### config.mk
export PLATFORM = sky130hd
export DESIGN_NAME = timer_unit
export DESIGN_NICKNAME = d
export VERILOG_FILES = /design/src/timer_unit.v
export VERILOG_INCLUDE_DIRS = /design/src
export SDC_FILE = /design/constraint.sdc
export NUM_CORES = 2
export LEC_CHECK = 0
export ABC_AREA = 1
export BUFFER_PORTS_ARGS = -buffer_cell sky130_fd_sc_hd__buf_2
export CAP_MARGIN = 0
export CORE_MARGIN = 8
export CORE_UTILIZATION = 38
export CTS_CLUSTER_DIAMETER = 30
export DETAILED_ROUTE_END_ITERATION = 8
export PLACE_DENSITY_LB_ADDON = 0.1
export SLEW_MARGIN = 10
export SYNTH_ARGS = -nofsm -noshare
export SYNTH_HDL_FRONTEND = slang
export SYNTH_SLANG_ARGS = --single-unit
### constraint.sdc
create_clock -name clock -period 4.7 [get_ports clock]
set_input_delay 0.47 -clock clock [delete_from_list [all_inputs] [get_ports clock]]
set_output_delay 0.47 -clock clock [all_outputs]
set_load 0.005 [all_outputs]
### src/timer_unit_defs.vh
// Register map, field layout, reset values and prescaler taps of the twelve-channel timer unit.
`ifndef TIMER_UNIT_DEFS_VH
`define TIMER_UNIT_DEFS_VH

// Channel count and widths.
`define TU_CHANNELS 12
`define TU_CAP_CHANNEL 2
`define TU_EXT_CHANNELS 3
`define TU_IDX_W 7
`define TU_CTRL_W 10

// Word indexes on the bus; the byte address is four times the index.
`define TU_IDX_RUN0 7'h00
`define TU_IDX_CH_BASE 7'h04
`define TU_IDX_CH_STRIDE 7'h04
`define TU_OFS_RELOAD 7'h00
`define TU_OFS_COUNT 7'h01
`define TU_OFS_CTRL 7'h02
`define TU_IDX_CAPTURE 7'h40
`define TU_RUN_REGS 4
`define TU_RUN_BITS 3

// Control register field positions.
`define TU_F_PSEL 2:0
`define TU_F_EDGE 4:3
`define TU_F_EDGE_BOTH 4
`define TU_F_EDGE_FALL 3
`define TU_F_UIE 5
`define TU_F_CAPM 7:6
`define TU_F_CAPM_ON 7
`define TU_F_UNF 8
`define TU_F_CAPF 9
`define TU_CTRL_RW_MASK 10'h03F
`define TU_CTRL_CAPM_MASK 10'h0C0

// Prescale codes and capture mode codes.
`define TU_PS_DIV4 3'h0
`define TU_PS_DIV16 3'h1
`define TU_PS_DIV64 3'h2
`define TU_PS_DIV256 3'h3
`define TU_PS_DIV1024 3'h4
`define TU_PS_EXT 3'h7
`define TU_CAPM_IRQ 2'h3

// Prescaler counter width and the low-bit taps of each divider.
`define TU_PRE_W 10
`define TU_TAP4 1:0
`define TU_TAP16 3:0
`define TU_TAP64 5:0
`define TU_TAP256 7:0
`define TU_TAP1024 9:0

// Reset values.
`define TU_RST_COUNT 32'hFFFFFFFF
`define TU_RST_RELOAD 32'hFFFFFFFF
`define TU_RST_CTRL 10'h000
`define TU_RST_CAPTURE 32'h00000000
`define TU_ZERO32 32'h00000000

`endif

### src/timer_unit.v
// Twelve-channel reload down-counting timer with channel-2 input capture behind an Avalon-MM slave.
//
// Summary of operation
// - Each channel: 32-bit counter plus reload constant.
// - Run bit set counts; cleared holds value.
// - Underflow sets flag, reloads, keeps counting.
// - Underflow interrupt when flag and enable set.
// - Prescale code picks divider, or external edges on channels 0-2.
// - Edge field picks rising, falling or both.
// - Capture mode: off, reserved, on, on with interrupt.
// - Capture copies counter only while flag clear.
// - Capture value register is read-only, capture-written.
// - Capture interrupt when flag set, mode 11.
// - Twelve underflow interrupts, one capture interrupt.
// - Capture bits reserved, read zero elsewhere.
// - Writing one keeps flag; zero clears it.
// - Counter read returns value before coincident decrement.
// - Standby freezes counting and the bus handshake alike.
// - Capture event sets capture flag; zero-write clears.
// - Underflow sets underflow flag; zero-write clears.
`timescale 1ns/1ps
`default_nettype none
`include "timer_unit_defs.vh"

module timer_unit (
	input wire clock,
	input wire rst_n,
	input wire clockEnable,
	input wire [8:0] avs_address,
	input wire avs_read,
	input wire avs_write,
	input wire [3:0] avs_byteenable,
	input wire [31:0] avs_writedata,
	output reg [31:0] avs_readdata,
	output reg avs_waitrequest,
	input wire extCountPin,
	output reg [11:0] underflowIrq,
	output reg captureIrq
);

	// Merges write data into an old word under the byte enables.
	// Lanes left out keep their old bytes, so software may update one byte of a
	// counter or reload constant without a read-modify-write on the bus.
	function [31:0] mergeBytes;
		input [31:0] oldWord;
		input [31:0] newWord;
		input [3:0] be;
		integer b;
		begin
			mergeBytes = oldWord;
			for (b = 0; b < 4; b = b + 1) begin
				if (be[b]) begin
					mergeBytes[b*8 +: 8] = newWord[b*8 +: 8];
				end
			end
		end
	endfunction

	// Picks the selected edge of the synchronised pin.
	// The same decode serves counting and capture, which is why it is a function.
	// With the high bit set the low bit is ignored and both edges count.
	function edgeHit;
		input [1:0] edgeSel;
		input rise;
		input fall;
		begin
			if (edgeSel[1]) begin
				edgeHit = rise | fall;
			end else if (edgeSel[0]) begin
				edgeHit = fall;
			end else begin
				edgeHit = rise;
			end
		end
	endfunction

	// Channel register state, all in flip-flops indexed by channel.
	// Flip-flops rather than a RAM, because every counter must be able to change
	// in the same clock as every other one and as a bus access.
	reg [31:0] count_q [0:`TU_CHANNELS-1]; // Down-counters.
	reg [31:0] reload_q [0:`TU_CHANNELS-1]; // Reload constants.
	reg [`TU_CTRL_W-1:0] ctrl_q [0:`TU_CHANNELS-1]; // Control fields and flags.
	reg [`TU_CHANNELS-1:0] runBits_q; // One run bit per channel.
	reg [31:0] captureValue_q; // Captured channel-2 count.
	reg [`TU_PRE_W-1:0] prescale_q; // Free-running prescaler.
	reg pinSync1_q; // First synchroniser stage, read only by the second.
	reg pinSync2_q; // Second synchroniser stage.
	reg pinPrev_q; // Delayed copy for edge detection.

	// Bus handshake terms: a read is sampled while waitrequest is high, a write lands when it is low.
	// Sampling the read one edge early lets the read data come from a flip-flop
	// and still stand at the edge where the master sees waitrequest low.
	wire [`TU_IDX_W-1:0] wordIdx = avs_address[8:2];
	wire writeGo = avs_write & ~avs_waitrequest;
	wire readGo = avs_read & avs_waitrequest;

	// Edge pulses come from the second and third stage only, never the first.
	// An edge is seen three clocks after the pin moves; a pin that toggles faster
	// than half the clock may lose edges in this detector.
	wire pinRise = pinSync2_q & ~pinPrev_q;
	wire pinFall = ~pinSync2_q & pinPrev_q;

	// Internal divider strobes, each high one clock in its period.
	// All channels share one prescaler, so two channels on the same divider
	// always count on the same edge.
	wire tap4 = &prescale_q[`TU_TAP4];
	wire tap16 = &prescale_q[`TU_TAP16];
	wire tap64 = &prescale_q[`TU_TAP64];
	wire tap256 = &prescale_q[`TU_TAP256];
	wire tap1024 = &prescale_q[`TU_TAP1024];

	// Per-channel combinational decode.
	wire [`TU_CHANNELS-1:0] tick; // Count clock event.
	wire [`TU_CHANNELS-1:0] underflow; // Counter at zero on a counting event.
	wire [`TU_CHANNELS-1:0] selReload; // Write strobe to the reload constant.
	wire [`TU_CHANNELS-1:0] selCount; // Write strobe to the counter.
	wire [`TU_CHANNELS-1:0] selCtrl; // Write strobe to the control register.
	wire [`TU_CHANNELS-1:0] clrUnf; // Zero written into the underflow flag.

	genvar g;
	generate
		for (g = 0; g < `TU_CHANNELS; g = g + 1) begin : gChan
			// The channel's first word index; the integer sum is cut to the index width on purpose.
			// The last channel's base still fits the index, so nothing is lost by the cut.
			localparam integer BASE_I = `TU_IDX_CH_BASE + g * `TU_IDX_CH_STRIDE;
			localparam [`TU_IDX_W-1:0] BASE = BASE_I[`TU_IDX_W-1:0];
			wire [2:0] psel = ctrl_q[g][`TU_F_PSEL];
			wire extOk = (g < `TU_EXT_CHANNELS);
			reg tickSel;
			// Count-clock selection; prohibited codes and external on channels three up never count.
			always @* begin
				case (psel)
					`TU_PS_DIV4: tickSel = tap4;
					`TU_PS_DIV16: tickSel = tap16;
					`TU_PS_DIV64: tickSel = tap64;
					`TU_PS_DIV256: tickSel = tap256;
					`TU_PS_DIV1024: tickSel = tap1024;
					`TU_PS_EXT: tickSel = extOk & edgeHit(ctrl_q[g][`TU_F_EDGE], pinRise, pinFall);
					default: tickSel = 1'b0;
				endcase
			end
			assign tick[g] = tickSel & runBits_q[g];
			assign underflow[g] = tick[g] & (count_q[g] == `TU_ZERO32);
			assign selReload[g] = writeGo & (wordIdx == BASE + `TU_OFS_RELOAD);
			assign selCount[g] = writeGo & (wordIdx == BASE + `TU_OFS_COUNT);
			assign selCtrl[g] = writeGo & (wordIdx == BASE + `TU_OFS_CTRL);
			assign clrUnf[g] = selCtrl[g] & avs_byteenable[1] & ~avs_writedata[`TU_F_UNF];
		end
	endgenerate

	// Capture event on channel 2: enabled mode and the chosen pin edge.
	// The reserved mode code behaves as off, since only the high mode bit enables capture.
	// Capture does not need the channel to run; it copies whatever the counter holds.
	wire [`TU_CTRL_W-1:0] ctrlCap = ctrl_q[`TU_CAP_CHANNEL];
	wire captureEvent = ctrlCap[`TU_F_CAPM_ON] & edgeHit(ctrlCap[`TU_F_EDGE], pinRise, pinFall);
	wire clrCapf = selCtrl[`TU_CAP_CHANNEL] & avs_byteenable[1] & ~avs_writedata[`TU_F_CAPF];

	// Read multiplexer; unmapped words and reserved bits read as zero.
	// Reading never has side effects, so a stray read cannot clear a flag.
	// Flags are cleared only by writes.
	reg [31:0] readMux;
	integer r;
	always @* begin
		readMux = `TU_ZERO32;
		for (r = 0; r < `TU_RUN_REGS; r = r + 1) begin
			if (wordIdx == `TU_IDX_RUN0 + r[`TU_IDX_W-1:0]) begin
				readMux[`TU_RUN_BITS-1:0] = runBits_q[r*`TU_RUN_BITS +: `TU_RUN_BITS];
			end
		end
		for (r = 0; r < `TU_CHANNELS; r = r + 1) begin
			if (wordIdx == `TU_IDX_CH_BASE + r[`TU_IDX_W-1:0] * `TU_IDX_CH_STRIDE + `TU_OFS_RELOAD) begin
				readMux = reload_q[r];
			end
			// Sampled before the same edge's decrement lands, so the older value is returned.
			if (wordIdx == `TU_IDX_CH_BASE + r[`TU_IDX_W-1:0] * `TU_IDX_CH_STRIDE + `TU_OFS_COUNT) begin
				readMux = count_q[r];
			end
			if (wordIdx == `TU_IDX_CH_BASE + r[`TU_IDX_W-1:0] * `TU_IDX_CH_STRIDE + `TU_OFS_CTRL) begin
				readMux[`TU_CTRL_W-1:0] = ctrl_q[r];
			end
		end
		if (wordIdx == `TU_IDX_CAPTURE) begin
			readMux = captureValue_q;
		end
	end

	// Bus slave: one wait cycle on every access, then a single completion cycle.
	// The fixed latency keeps the slave simple; back-to-back accesses each pay the
	// wait cycle again, which costs little on a timer.
	// Low clockEnable freezes the handshake as well, which models module standby.
	always @(posedge clock) begin
		if (!rst_n) begin
			avs_waitrequest <= 1'b1;
			avs_readdata <= `TU_ZERO32;
		end else if (clockEnable) begin
			if ((avs_read | avs_write) & avs_waitrequest) begin
				avs_waitrequest <= 1'b0;
			end else begin
				avs_waitrequest <= 1'b1;
			end
			if (readGo) begin
				avs_readdata <= readMux;
			end
		end
	end

	// Pin synchroniser and prescaler; both freeze with the clock enable.
	// The prescaler is never cleared by software, so the first tick after a start
	// may come anywhere within one divider period.
	always @(posedge clock) begin
		if (!rst_n) begin
			pinSync1_q <= 1'b0;
			pinSync2_q <= 1'b0;
			pinPrev_q <= 1'b0;
			prescale_q <= {`TU_PRE_W{1'b0}};
		end else if (clockEnable) begin
			pinSync1_q <= extCountPin;
			pinSync2_q <= pinSync1_q;
			pinPrev_q <= pinSync2_q;
			prescale_q <= prescale_q + 1'b1;
		end
	end

	// Channel state: counters, reload constants, control fields, flags, run bits and capture.
	// A bus write to a counter wins over counting; software is expected to stop first anyway.
	// Flags are set by hardware and cleared by software in this one process only.
	integer i;
	always @(posedge clock) begin
		if (!rst_n) begin
			for (i = 0; i < `TU_CHANNELS; i = i + 1) begin
				count_q[i] <= `TU_RST_COUNT;
				reload_q[i] <= `TU_RST_RELOAD;
				ctrl_q[i] <= `TU_RST_CTRL;
			end
			runBits_q <= {`TU_CHANNELS{1'b0}};
			captureValue_q <= `TU_RST_CAPTURE;
		end else if (clockEnable) begin
			for (i = 0; i < `TU_CHANNELS; i = i + 1) begin
				// Counter: write, else reload on underflow, else decrement.
				if (selCount[i]) begin
					count_q[i] <= mergeBytes(count_q[i], avs_writedata, avs_byteenable);
				end else if (underflow[i]) begin
					count_q[i] <= reload_q[i];
				end else if (tick[i]) begin
					count_q[i] <= count_q[i] - 1'b1;
				end
				if (selReload[i]) begin
					reload_q[i] <= mergeBytes(reload_q[i], avs_writedata, avs_byteenable);
				end
				// Writable fields; capture mode lives only on channel 2.
				if (selCtrl[i]) begin
					ctrl_q[i][`TU_F_PSEL] <= avs_byteenable[0] ? avs_writedata[`TU_F_PSEL] : ctrl_q[i][`TU_F_PSEL];
					ctrl_q[i][`TU_F_EDGE] <= avs_byteenable[0] ? avs_writedata[`TU_F_EDGE] : ctrl_q[i][`TU_F_EDGE];
					ctrl_q[i][`TU_F_UIE] <= avs_byteenable[0] ? avs_writedata[`TU_F_UIE] : ctrl_q[i][`TU_F_UIE];
					if (i == `TU_CAP_CHANNEL && avs_byteenable[0]) begin
						ctrl_q[i][`TU_F_CAPM] <= avs_writedata[`TU_F_CAPM];
					end
				end
				// A same-cycle underflow beats a clearing write, so no event is lost.
				if (underflow[i]) begin
					ctrl_q[i][`TU_F_UNF] <= 1'b1;
				end else if (clrUnf[i]) begin
					ctrl_q[i][`TU_F_UNF] <= 1'b0;
				end
			end
			// Capture flag and value; the flag is never set on other channels, which keeps them at zero.
			if (captureEvent) begin
				ctrl_q[`TU_CAP_CHANNEL][`TU_F_CAPF] <= 1'b1;
				if (!ctrlCap[`TU_F_CAPF]) begin
					captureValue_q <= count_q[`TU_CAP_CHANNEL];
				end
			end else if (clrCapf) begin
				ctrl_q[`TU_CAP_CHANNEL][`TU_F_CAPF] <= 1'b0;
			end
			// Run bits, three per run register in the low byte.
			for (i = 0; i < `TU_RUN_REGS; i = i + 1) begin
				if (writeGo && avs_byteenable[0] && wordIdx == `TU_IDX_RUN0 + i[`TU_IDX_W-1:0]) begin
					runBits_q[i*`TU_RUN_BITS +: `TU_RUN_BITS] <= avs_writedata[`TU_RUN_BITS-1:0];
				end
			end
		end
	end

	// Interrupt outputs, registered so they come straight from flip-flops; one clock behind the flags.
	// The lag of one clock is the price of glitch-free interrupt lines.
	// Clearing an enable or a flag drops its line one clock later.
	integer j; // Channel loop index of this process alone.
	always @(posedge clock) begin
		if (!rst_n) begin
			underflowIrq <= {`TU_CHANNELS{1'b0}};
			captureIrq <= 1'b0;
		end else if (clockEnable) begin
			for (j = 0; j < `TU_CHANNELS; j = j + 1) begin
				underflowIrq[j] <= ctrl_q[j][`TU_F_UNF] & ctrl_q[j][`TU_F_UIE];
			end
			captureIrq <= ctrlCap[`TU_F_CAPF] & (ctrlCap[`TU_F_CAPM] == `TU_CAPM_IRQ);
		end
	end

endmodule // timer_unit
`default_nettype wire

### Word-level counts from Yosys, hierarchy flattened

Memory sizes are Yosys's and may differ from the RTL's.
Cells that the tools add are included.

* input bits: 51
* register bits: 103
* output and inout port bits: 46
* logic and storage cells: 1363
* memories kept: 3
* bits in writable memories: 888
* bits in latches: 0
* memory bits (read-only): 0

* multipliers: 0
* reduce and logical (&&, ||, !) cells: 41
* mux-type cells: 978
* divide/modulo/power cells: 0
* equality and inequality tests: 92
* shift-type cells: 0
* bitwise operators: 223
* $add $sub $neg: 13
* magnitude comparators: 0

Memories
* count_q: depth 12, width 32, rd ports 12, clocked after Yosys merged registers in 0, wr ports 12, line timer_unit.v:80 `` reg [31:0] count_q [0:`TU_CHANNELS-1]; ``
* reload_q: depth 12, width 32, rd ports 12, clocked after Yosys merged registers in 0, wr ports 12, line timer_unit.v:81 `` reg [31:0] reload_q [0:`TU_CHANNELS-1]; ``
* ctrl_q: depth 12, width 10, rd ports 12, clocked after Yosys merged registers in 0, wr ports 12, line timer_unit.v:82 `` reg [`TU_CTRL_W-1:0] ctrl_q [0:`TU_CHANNELS-1]; ``

Operator list (number)
* $mux 8: 384
* $mux 32: 73
* $mux 1: 444
* $logic_not 32->1: 12
* $sub 32x1->32 const B: 12
* $mux 10: 12
* $or 1x1->1: 113
* $eq 7x6->1 const B: 15
* $and 1x1->1: 104
* $eq 7x5->1 const B: 12
* $mux 3: 28
* $eq 3x2->1 const B: 24
* $mux 2: 25
* $eq 3x3->1 const B: 15
* $pmux 1 s5: 9
* $eq 7x4->1 const B: 6
* $eq 3x1->1 const B: 12
* $logic_not 3->1: 12
* $eq 7x3->1 const B: 3
* $pmux 1 s6: 3
* $eq 7x2->1 const B: 2
* $reduce_and 2->1: 6
* $add 10x1->10 const B: 1
* $reduce_and 10->1: 1
* other kinds (10): 19

### Logic depth before layout (Yosys ltp)

* depth in word-level cells: 42
* mapped depth: 28
* depth with buffers taken out: 28

### Least setup slack after synthesis

Ideal clock, no wire load.

* kind: reg-to-reg
* start point: mem count_q[2][0]
* end point: mem count_q[2][10] (enable)
* setup slack: 1.603 ns
* arrival: 2.773 ns
* path buffers: 0
* stages on the path, launching flop included: 18
* path through: edfxtp_1 -> inv_1 -> ha_1 -> inv_1 -> or2_1 -> nor2_1 -> inv_1 -> nor2_2 -> nand4_1 -> nor4b_2 -> o2111ai_1 -> nand2_2 -> inv_2 -> nand2_1 -> inv_1 -> nand2_1 -> o21ai_0 -> inv_1

RTL lines (line)
* from (decl): timer_unit.v:80

==> results.cfg <==
[floorplan]
dieArea_sq_mm = 0.159
io_pins = 97
num_rows = 140
fp.dieH_um = 399
die_w_um = 399
start_util_pct = 38.3
core_area_sq_mm = 0.146

[timing]
whs_ns = 0.0998
max_freq_mhz = 228
rsz0062_at_grt = false
finalSetupViolCount = 0
slew_headroom_pct = 13.4
setup_ws_ns = 0.320
tightest_slew_ns = 1.30
hold_viol_final = 0
slew_violations = 0
period_minus_slack_ns = 4.38
skew_ns = 0.0426
fin_crit_sh_pct = 93.2

[synth]
synth-async-reset-ratio_pct = 0
netlist_area_sq_mm = 0.0558
synth.net_count = 6757
ys.flop_type = edfxtp_1
synth_cells = 6691
yosys_warnings = 0
yosysSeqAreaShare_pct = 49.9
synth_cell_types = 72
synth_edf_count = 855
synth_seq_cells = 961
synth.avg_cell_area_sq_um = 8.33

[pwr]
leakage_nw = 24.6
power_density_mw_per_mm2 = 438
ir_drop_v = 0.000338

[worst_setup_path]
crit_end = count_q[2][0]$_SDFFCE_PP1P_
r2r_start = count_q[2][0]$_SDFFCE_PP1P_
ff2ff_setup_slack_ns = 0.32
worstSetupStartpoint = count_q[2][0]$_SDFFCE_PP1P_
critPathArrivalTime_ns = 4.89
path_class = register to register
critPathCaptureType = register
r2r-end = count_q[2][0]$_SDFFCE_PP1P_
ff2ff_path_depth = 17
start_kind = register
crit_required_ns = 5.21
critPathMaxFanout = 11

[clock_tree]
clock_latency_ns = 0.90
root_buffer = clkbuf_16
cts_tree = built
cts_buffers = 301
post-cts-setup-buffer-count = 0
cts_sinks = 961
htreeDepth = 5
cts.clk_slew.worst_paths_ns = 0.04
clk_path_buf_depth = 4

[flow_run]
drv_cap = 0

[drt]
drt-total-wl_um = 280000
vias_per_cell = 5.97
post_drt_wl_per_cell_um = 30.0
dr_total_vias = 55600
drt_iter0_markers = 7451
ant_nets = 0
drt_first_pass_iters = 6
drc = 0

[grt]
grt_usage_pct = 33.9
grt_max_degree = 75
grt_overflow = 0
grt_pass1_vias = 52000
grt_pass1_wl_um = 388000
antenna_found_initial = 26

[placed_design]
port-buffer-count = 94
dp_hpwl_um = 203000
post-place-ws_ns = -0.0978
place_congestion = 0.993

[layout]
n_fill_cell = 14200
area_growth_pct = 26.4
drive_above_1_share_pct = 15.3
nets = 7224

[hold_path]
hp-class = input port to register

[status]
status = finished, final reports clean
==> critical path: stages, from the launching register on <==
cell       delay [ns]
edfxtp_1         0.49
inv_1            0.18
ha_1             0.17
inv_1            0.04
or2_1            0.22
nor2_1           0.17
inv_1            0.14
nor2_2           0.24
nand4_1          0.26
nor4b_4          0.41
o2111ai_1        0.28
nand2_2          0.33
inv_2            0.21
nand2_1          0.12
inv_1            0.07
nand2_1          0.11
o21ai_0          0.21
inv_1            0.35
==> stage by stage <==
step	utilization, %	TNS [ns]	total power, mW	cells	area, sq um
6_report	48.4	0	30.9	9315	70500
5_1_grt	48.3	0	31.5	9289	70400
4_1_cts	48.3	0	30.9	9289	70400
3_5_place_dp	41.6	-0.154	11.4	8767	60600
3_3_place_gp	41.6	-0.198	11.4	8767	60600
2_1_floorplan	-	0	10.4	6691	55800
==> state kept, by name (all words and copies together), names as in the netlist, 10 cells and up <==
register,cells
runBits_q,12
captureValue_q,32
ctrl_q,90
reload_q,384
underflowIrq,12
count_q,384
prescale_q,10
avs_readdata,32
==> report_power, final <==
group | internal, mW | switching [mW] | leakage (nW)
clock network | 13.8 | 5.66 | 4.75
registers | 9.50 | 0.157 | 7.55
logic | 0.421 | 1.29 | 12.3
total | 23.8 | 7.11 | 24.6
==> cells in the mapped netlist (all sizes together), types with 5 or more instances <==
cell type | count | area [sq um]
nand3 | 279 | 1450
nor3 | 122 | 787
nand4 | 139 | 882
ha | 15 | 188
buf | 46 | 248
or2 | 28 | 175
dfxtp | 106 | 2120
o21a | 7 | 52.6
clkinv | 21 | 83.8
xnor2 | 77 | 674
inv | 681 | 2560
xor2 | 167 | 1460
o21ai | 585 | 2930
nor4 | 52 | 450
o22ai | 138 | 863
o221ai | 90 | 788
edfxtp | 855 | 25700
a21oi | 337 | 1690
o2111ai | 66 | 578
a221oi | 13 | 114
o211ai | 211 | 1590
nand2 | 1525 | 5750
nor3b | 10 | 91.3
clkbuf | 322 | 1210
nor2 | 729 | 2810
a211oi | 9 | 67.6
o311ai | 5 | 43.8
o31ai | 10 | 75.1
a31oi | 14 | 87.6
==> kinds of logic after synthesis <==
logic type	after synthesis	synth area share [%]
buffers and inverters	1070	7.35
and+or+nand+nor	2895	22.4
DFF	961	49.9
AOI/OAI and AO/OA	1506	16.2
xor gates and xnor gates	244	3.83
adders and majority gates	15	0.337
==> routing by layer <==
layer / vias to the layer above / wire (um) / global-route usage (%)
li1: 24300 / - / -
met1: 27200 / 114000 / 46.7
met2: 3523 / 121000 / 50.5
met3: 597 / 31400 / 7.73
met4: 4 / 13600 / 16.2
met5: - / 21 / 0
==> how the worst min path moves through the flow <==
stage | startpoint | endpoint | slack, ns | cells after the start
CTS | clockEnable | pinPrev_q$_SDFFE_PN0P_ | 0.06 | 2
global placement | ctrl_q[2][19]$_DFF_P_ | ctrl_q[2][19]$_DFF_P_ | 0.41 | 2
detailed placement | ctrl_q[2][19]$_DFF_P_ | ctrl_q[2][19]$_DFF_P_ | 0.42 | 2
global route | clockEnable | prescale_q[0]$_SDFFE_PN0P_ | 0.08 | 2
finish | clockEnable | pinPrev_q$_SDFFE_PN0P_ | 0.1 | 2
floorplan | ctrl_q[2][19]$_DFF_P_ | ctrl_q[2][19]$_DFF_P_ | 0.41 | 2
==> placed cells by master, fill, tap and decap left out, types with 77 or more instances in the layout <==
master / synthesis / layout
nor3_1: 93 / 92
o221ai_1: 90 / 90
o211ai_1: 210 / 210
clkbuf_16: 0 / 309
o21ai_0: 532 / 531
edfxtp_1: 855 / 855
buf_4: 2 / 423
a21oi_1: 337 / 337
nand2_1: 1514 / 1513
o22ai_1: 138 / 138
nand3_1: 270 / 270
xor2_1: 167 / 167
nor2_1: 707 / 677
dfxtp_1: 106 / 106
nand4_1: 137 / 137
xnor2_1: 77 / 77
inv_1: 658 / 656
buf_2: 24 / 93
==> final cells by class <==
cell class                 count  area, sq um  area share [%]
tap                         1917         2400            3.40
clock inverter               141         1570            2.23
timing repair buffer         532         3910            5.54
inverter                     702         2640            3.75
antenna                       26         65.1          0.0923
multi-input combinational   4660        24000            34.0
clock buffer                 376         8120            11.5
sequential                   961        27800            39.4
==> repair_timing <==
item                                   in CTS  in global routing
hold buffers                                5                  0
gates resized for setup                     0                  1
setup endpoints to repair                   0                  8
endpoints found under the hold margin      12                  0
Power figures use the tool's default switching activity.
